==> src/include/scs_regs.svh <==
`ifndef SCS_REGS_SVH
`define SCS_REGS_SVH
// Register offsets, fields, reset values and timing
`define SCS_PRESENCE_CFG_OFS 8'hf0
`define SCS_ABSENT_BIT 0
`define SCS_PRESENCE_CFG_RST 8'h00
`define SCS_REF_HZ 14318180
`define SCS_SLOW_HZ 32768
`define SCS_DIV_HALF ((`SCS_REF_HZ / `SCS_SLOW_HZ) / 2)
`endif

==> src/include/scs_pkg.sv <==
`default_nettype none
package scs_pkg;
  // Host register access request
  typedef struct packed {
    logic wr;
    logic rd;
    logic [7:0] addr;
    logic [7:0] wdata;
  } scs_host_req_type;
  // Wake-domain pins kept alive under trickle supply
  typedef struct packed {
    logic keyboard_data_line;
    logic mouse_data_line;
    logic infrared_receive_input;
    logic ring_indicate_first_n;
    logic ring_indicate_second_n;
    logic second_port_receive;
  } scs_wake_pins_type;
  // Clock mux select state
  typedef enum logic [1:0] {SCS_RUN, SCS_GATE_OFF, SCS_SWAP} scs_mux_state_type;
endpackage
`default_nettype wire

==> src/core/scs_slow_clock.sv <==
`include "scs_regs.svh"
`default_nettype none
// Operation
// Host cycles ignored while supply good low
// Wake pins keep working without supply good
// Supply good low disables infrared timeout
// Trickle reset clears infrared and wake logic
// Absent flag is bit0 of 0xf0
// Flag 0 external clock, 1 absent
// Flag selects external pin or internal divider
// Internal source needs main supply only
// Software sets flag when no oscillator
// Source switch is glitch free
module scs_slow_clock #(
  parameter int DIV_HALF = `SCS_DIV_HALF
) (
  // Clock, trickle reset and enable
  input wire logic mclk_i,
  input wire logic rst_n_i,
  input wire logic clk_en_i,
  // Supply status pin
  input wire logic supply_good_indicator_i,
  // Host register port
  input wire scs_pkg::scs_host_req_type host_req_i,
  output logic [7:0] host_rdata_o,
  output logic host_ack_o,
  // Slow clock input pin and internal reference tick
  input wire logic slow_clock_input_pin_i,
  input wire logic ref_tick_i,
  // Wake pins in and out
  input wire scs_pkg::scs_wake_pins_type wake_pins_i,
  output scs_pkg::scs_wake_pins_type wake_pins_o,
  // Selected slow clock and status
  output logic slow_clock_o,
  output logic slow_clock_absent_flag_o,
  output logic ir_timeout_enable_o,
  output logic internal_source_valid_o
);
  import scs_pkg::*;

  // ----------------------------------------
  // Input synchronisers
  // ----------------------------------------
  logic [1:0] pg_sync_reg; // Supply good pipeline
  logic [1:0] ext_sync_reg; // External slow clock pipeline
  scs_wake_pins_type wake_s1_reg; // First stage, wake pins
  scs_wake_pins_type wake_s2_reg; // Second stage, wake pins
  logic pg_ok;
  logic ext_clk;

  // Two flops on each pin input
  always_ff @(posedge mclk_i or negedge rst_n_i) begin
    if (!rst_n_i) begin
      pg_sync_reg <= 2'h0;
      ext_sync_reg <= 2'h0;
      wake_s1_reg <= '0;
      wake_s2_reg <= '0;
    end else if (clk_en_i) begin
      pg_sync_reg <= {pg_sync_reg[0], supply_good_indicator_i};
      ext_sync_reg <= {ext_sync_reg[0], slow_clock_input_pin_i};
      wake_s1_reg <= wake_pins_i;
      wake_s2_reg <= wake_s1_reg;
    end
  end
  assign pg_ok = pg_sync_reg[1];
  assign ext_clk = ext_sync_reg[1];

  // Wake pins pass regardless of supply good
  assign wake_pins_o = wake_s2_reg;
  // Half duplex timeout only while supply is good
  assign ir_timeout_enable_o = pg_ok;

  // ----------------------------------------
  // Configuration register
  // ----------------------------------------
  logic [7:0] presence_cfg_reg; // Trickle-domain config byte
  logic hit;
  logic [7:0] rdata_reg; // Read data
  logic ack_reg; // Access acknowledge

  // Address decode used by read and write
  function automatic logic cfg_hit(input logic [7:0] a);
    return a == `SCS_PRESENCE_CFG_OFS;
  endfunction
  assign hit = cfg_hit(host_req_i.addr);

  // Writes decoded only with supply good; cleared by trickle reset only
  always_ff @(posedge mclk_i or negedge rst_n_i) begin
    if (!rst_n_i) begin
      presence_cfg_reg <= `SCS_PRESENCE_CFG_RST;
    end else if (clk_en_i && pg_ok && host_req_i.wr && hit) begin
      presence_cfg_reg <= host_req_i.wdata;
    end
  end

  // Read path and acknowledge, silent while supply is low
  always_ff @(posedge mclk_i or negedge rst_n_i) begin
    if (!rst_n_i) begin
      rdata_reg <= 8'h00;
      ack_reg <= 1'b0;
    end else if (clk_en_i) begin
      ack_reg <= pg_ok && (host_req_i.wr || host_req_i.rd) && hit;
      if (pg_ok && host_req_i.rd && hit) begin
        rdata_reg <= presence_cfg_reg;
      end else begin
        rdata_reg <= 8'h00;
      end
    end
  end
  assign host_rdata_o = rdata_reg;
  assign host_ack_o = ack_reg;
  assign slow_clock_absent_flag_o = presence_cfg_reg[`SCS_ABSENT_BIT];

  // ----------------------------------------
  // Internal 32 kHz divider
  // ----------------------------------------
  localparam int CW = $clog2(DIV_HALF + 1);
  logic [CW-1:0] div_cnt_reg; // Reference ticks counted
  logic int_clk_reg; // Derived slow clock

  // Toggle every DIV_HALF reference ticks; only live with main supply
  always_ff @(posedge mclk_i or negedge rst_n_i) begin
    if (!rst_n_i) begin
      div_cnt_reg <= '0;
      int_clk_reg <= 1'b0;
    end else if (clk_en_i) begin
      if (!pg_ok) begin
        div_cnt_reg <= '0;
      end else if (ref_tick_i) begin
        if (div_cnt_reg == CW'(DIV_HALF - 1)) begin
          div_cnt_reg <= '0;
          int_clk_reg <= ~int_clk_reg;
        end else begin
          div_cnt_reg <= div_cnt_reg + CW'(1);
        end
      end
    end
  end
  assign internal_source_valid_o = pg_ok;

  // ----------------------------------------
  // Glitch-free source switch
  // ----------------------------------------
  scs_mux_state_type state_reg; // Switch state
  logic sel_int_reg; // Source now used
  logic out_reg; // Selected clock
  logic want_int;
  logic cur_src;

  assign want_int = presence_cfg_reg[`SCS_ABSENT_BIT];
  assign cur_src = sel_int_reg ? int_clk_reg : ext_clk;

  // Wait for low on old source, hold low, then wait for low on new source
  always_ff @(posedge mclk_i or negedge rst_n_i) begin
    if (!rst_n_i) begin
      state_reg <= SCS_RUN;
      sel_int_reg <= 1'b0;
      out_reg <= 1'b0;
    end else if (clk_en_i) begin
      unique case (state_reg)
        SCS_RUN: begin
          // Pass the current source
          out_reg <= cur_src;
          if (want_int != sel_int_reg && !cur_src) begin
            state_reg <= SCS_GATE_OFF;
            out_reg <= 1'b0;
          end
        end
        SCS_GATE_OFF: begin
          // Output held low while switching
          out_reg <= 1'b0;
          sel_int_reg <= want_int;
          state_reg <= SCS_SWAP;
        end
        SCS_SWAP: begin
          // Resume only at a low phase of the new source
          out_reg <= 1'b0;
          if (!cur_src) begin
            state_reg <= SCS_RUN;
          end
        end
      endcase
    end
  end
  assign slow_clock_o = out_reg;
endmodule
`default_nettype wire

==> config.mk <==
export PLATFORM = sky130hd
export DESIGN_NAME = scs_slow_clock
export DESIGN_NICKNAME = d
export VERILOG_FILES = /design/src/include/scs_pkg.sv /design/src/core/scs_slow_clock.sv
export VERILOG_INCLUDE_DIRS = /design/src /design/src/include
export SDC_FILE = /design/constraint.sdc
export NUM_CORES = 1
export LEC_CHECK = 0
export BUFFER_PORTS_ARGS = -buffer_cell sky130_fd_sc_hd__buf_4
export CORE_MARGIN = 2
export CORE_UTILIZATION = 52
export CTS_CLUSTER_DIAMETER = 150
export DETAILED_ROUTE_END_ITERATION = 10
export PLACE_DENSITY = 0.78
export REMOVE_ABC_BUFFERS = 1
export SKIP_CTS_REPAIR_TIMING = 1
export SLEW_MARGIN = 25
export SYNTH_ARGS = -nofsm -noshare
export SYNTH_HDL_FRONTEND = slang
export SYNTH_SLANG_ARGS = --single-unit
==> constraint.sdc <==
create_clock -name mclk_i -period 1.9 [get_ports mclk_i]
set_input_delay 0.095 -clock mclk_i [delete_from_list [all_inputs] [get_ports mclk_i]]
set_output_delay 0.095 -clock mclk_i [all_outputs]
set_load 0.1 [all_outputs]
==> impl_metrics.tcl <==
set metrics [dict create \
    synth_edf_count 0 \
    cp-endpoint "state_reg[1]" \
    post-place-ws_ns 0.0285 \
    placementRows 22 \
    syn_avg_cell_area_um2 13.4 \
    r2r-end "state_reg[1]" \
    max_slew_margin_pct 61.6 \
    fin_util_pct 69.1 \
    total_power_mw 2.51 \
    drive_gt1_share_pct 43.3 \
    vias_per_cell 5.55 \
    cts_buffers 5 \
    wire_per_inst_um 16.4 \
    p_sw_uw 812 \
    path_max_fanout 3 \
    synth.area.top_cells "dfrtp_1 57%, mux2_2 9.5%, mux2_4 5.9%" \
    ff2ff_path_depth 6 \
    cts_buffer_depth 2 \
    worstSetupStartpointType "flip-flop" \
    sequentialPowerShare_pct 44.7 \
    p_leak_nw 1.25 \
    synth_common_cells "46 x dfrtp_1, 17 x mux2_2, 11 x nand2_1" \
    wirelength_um 4110 \
    cts_root_buffer "clkbuf_8" \
    die_area_um2 4400 \
    synth_ff_type "dfrtp_1" \
    yosysTopAreaCellShare_pct 57.0 \
    yosysSeqAreaShare_pct 57.0 \
    fp.coreArea_um2 3690 \
    fin_crit_sh_pct 96.6 \
    min_path_type "in2reg" \
    max_freq_ghz 0.545 \
    reg2reg_from "state_reg[0]" \
    worst_setup_path_end_kind "flip-flop" \
    grt_use_total_pct 20.9 \
    globalRouteOverflowTotal 0 \
    worst_pin_slew_ns 0.576 \
    ant_nets 0 \
    port_buffers 48 \
    critPathLaunch "state_reg[0]" \
    switching_share_pct 32.3 \
    yosysWarnings 0 \
    grt_pass1_vias 1481 \
    crit_chain "inv_1, ha_1, nor2b_1, o32a_1, a21oi_2, mux2_2" \
    multi_input_area_um2 828 \
    fin_ws_ns 0.0641 \
    vias 1392 \
    criticalPathCategory "reg2reg" \
    p_comb_share_pct 26.2 \
    ir_drop_v 0.000788 \
    gp_congestion 0.798 \
    internal_power_mw 1.70 \
    fin_skew_ns 0.00343 \
    post-route-min-period_ns 1.84 \
    clkPwrFrac_pct 29.1 \
    drc_errors 0 \
    synth_cell_types 36 \
    setup_violations 0 \
    clkLatencyLatePin_ns 0.30 \
    initial_utilization_pct 54.8 \
    tritoncts "yes" \
    required_ns 2.09 \
    dr.pass1.iters 4 \
    p_per_area_nw_per_um2 986 \
    nets 239 \
    clock_sinks 46 \
    reg2reg_slack_ns 0.06 \
    synthMostInstantiatedCell "dfrtp_1" \
    whs_ns 0.0244 \
    diodes 0 \
    die_h_um 66.3 \
    synth.cell_area_um2 2020 \
    slew_viol_final 0 \
    fillers 294 \
    status "complete, no violations" \
    synth-seq-cells 46 \
    antenna_found_initial 0 \
    syn-instance-count 151 \
    area_growth_pct 26.1 \
    grt_pass1_wl_um 6680 \
    first_iter_violations 113 \
    hold_violations 0 \
    rsz0062_at_grt "no" \
    hp-start "wake_pins_i[4]" \
    die_w_um 66.3 \
    worst_path_largest_cell_delay_ns 0.39 \
    cap_viol_max_count 0 \
    cp_slowest_cell "dfrtp_1" \
    post-dp-hpwl_um 2920 \
    io_pins 49 \
    regArea_um2 1150 \
    arrival_ns 2.02 \
    async_flop_share_pct 100 \
    cts.htree.levels 2 \
    clk_pin_slew_worst_paths_ns 0.08 \
    grt_start_max_net_pins 47 \
    netlist.top_cell.by_area "dfrtp_1" \
]
-- layout by cell type (no fill, tap or decap), types with 3 or more instances in the layout --
master | netlist | layout
nand2b_1 | 3 | 3
nand3_1 | 3 | 3
a31oi_1 | 4 | 4
buf_4 | 1 | 49
nand2_1 | 11 | 11
clkbuf_8 | 0 | 6
dfrtp_1 | 46 | 46
mux2_4 | 8 | 8
inv_1 | 5 | 5
ha_1 | 6 | 6
o21ai_0 | 6 | 6
a21oi_1 | 5 | 3
mux2_2 | 17 | 17
a22o_1 | 8 | 8
-- final cells by class --
cell class / instances / share of cell area, %
clock buffer: 6 / 3.24
clock inverter: 1 / 1.18
inverter: 5 / 0.736
multi-input combinational: 95 / 32.5
sequential: 46 / 45.2
tap: 48 / 2.36
timing repair buffer: 50 / 14.8
-- cells by family after synthesis --
kind of cell | share of synthesized area, %
multiplexers | 16.4
AO/OA/AOI/OAI | 9.97
adder cells (fa/ha/maj) | 3.72
buffers and inverters | 2.42
flip-flops | 57.0
XOR/XNOR | 1.30
AND/OR/NAND/NOR | 9.23
-- through the flow --
step                TNS [ns]  std cells  cell area, um^2
finish                     0        251             2550
global route               0        251             2550
CTS                        0        250             2530
detailed placement         0        243             2420
global placement           0        243             2420
floorplan             -19.81        146             1990
-- per-layer routing --
metal  wire length, um  share of wire [%]  GRT usage, %
met1              1760                 43          25.6
met2              1920                 47          33.0
met3               355                8.6          8.01
met4                67                1.6          8.42
met5                 0                  0             0
-- critical path, delay by kind of cell (launching register included) --
kind	cells	cell delay [ns]
and+or+nand+nor	1	0.14
adders and majority gates	1	0.24
muxes	1	0.36
buffers and inverters	1	0.09
DFF	1	0.39
AOI/OAI and AO/OA	2	0.51
-- power groups by stage --
stage	clock, mW	sequential [mW]	combinational [mW]
floorplan	0	1.38	0.203
global placement	0	1.13	0.611
detailed placement	0	1.14	0.650
CTS	0.742	1.12	0.655
global route	0.796	1.13	0.696
finish	0.732	1.12	0.659
-- worst min path at each step --
stage                     endpoint  slack (ns)  cells past startpoint
5_1_grt        presence_cfg_reg[0]        0.02                      2
2_1_floorplan       div_cnt_reg[0]       -0.20                      0
3_5_place_dp       host_rdata_o[5]        0.13                      1
4_1_cts            host_rdata_o[5]       -0.19                      1
6_report            wake_s1_reg[4]        0.02                      2
3_3_place_gp   presence_cfg_reg[7]        0.11                      1
(Power assumes the default switching activity.)
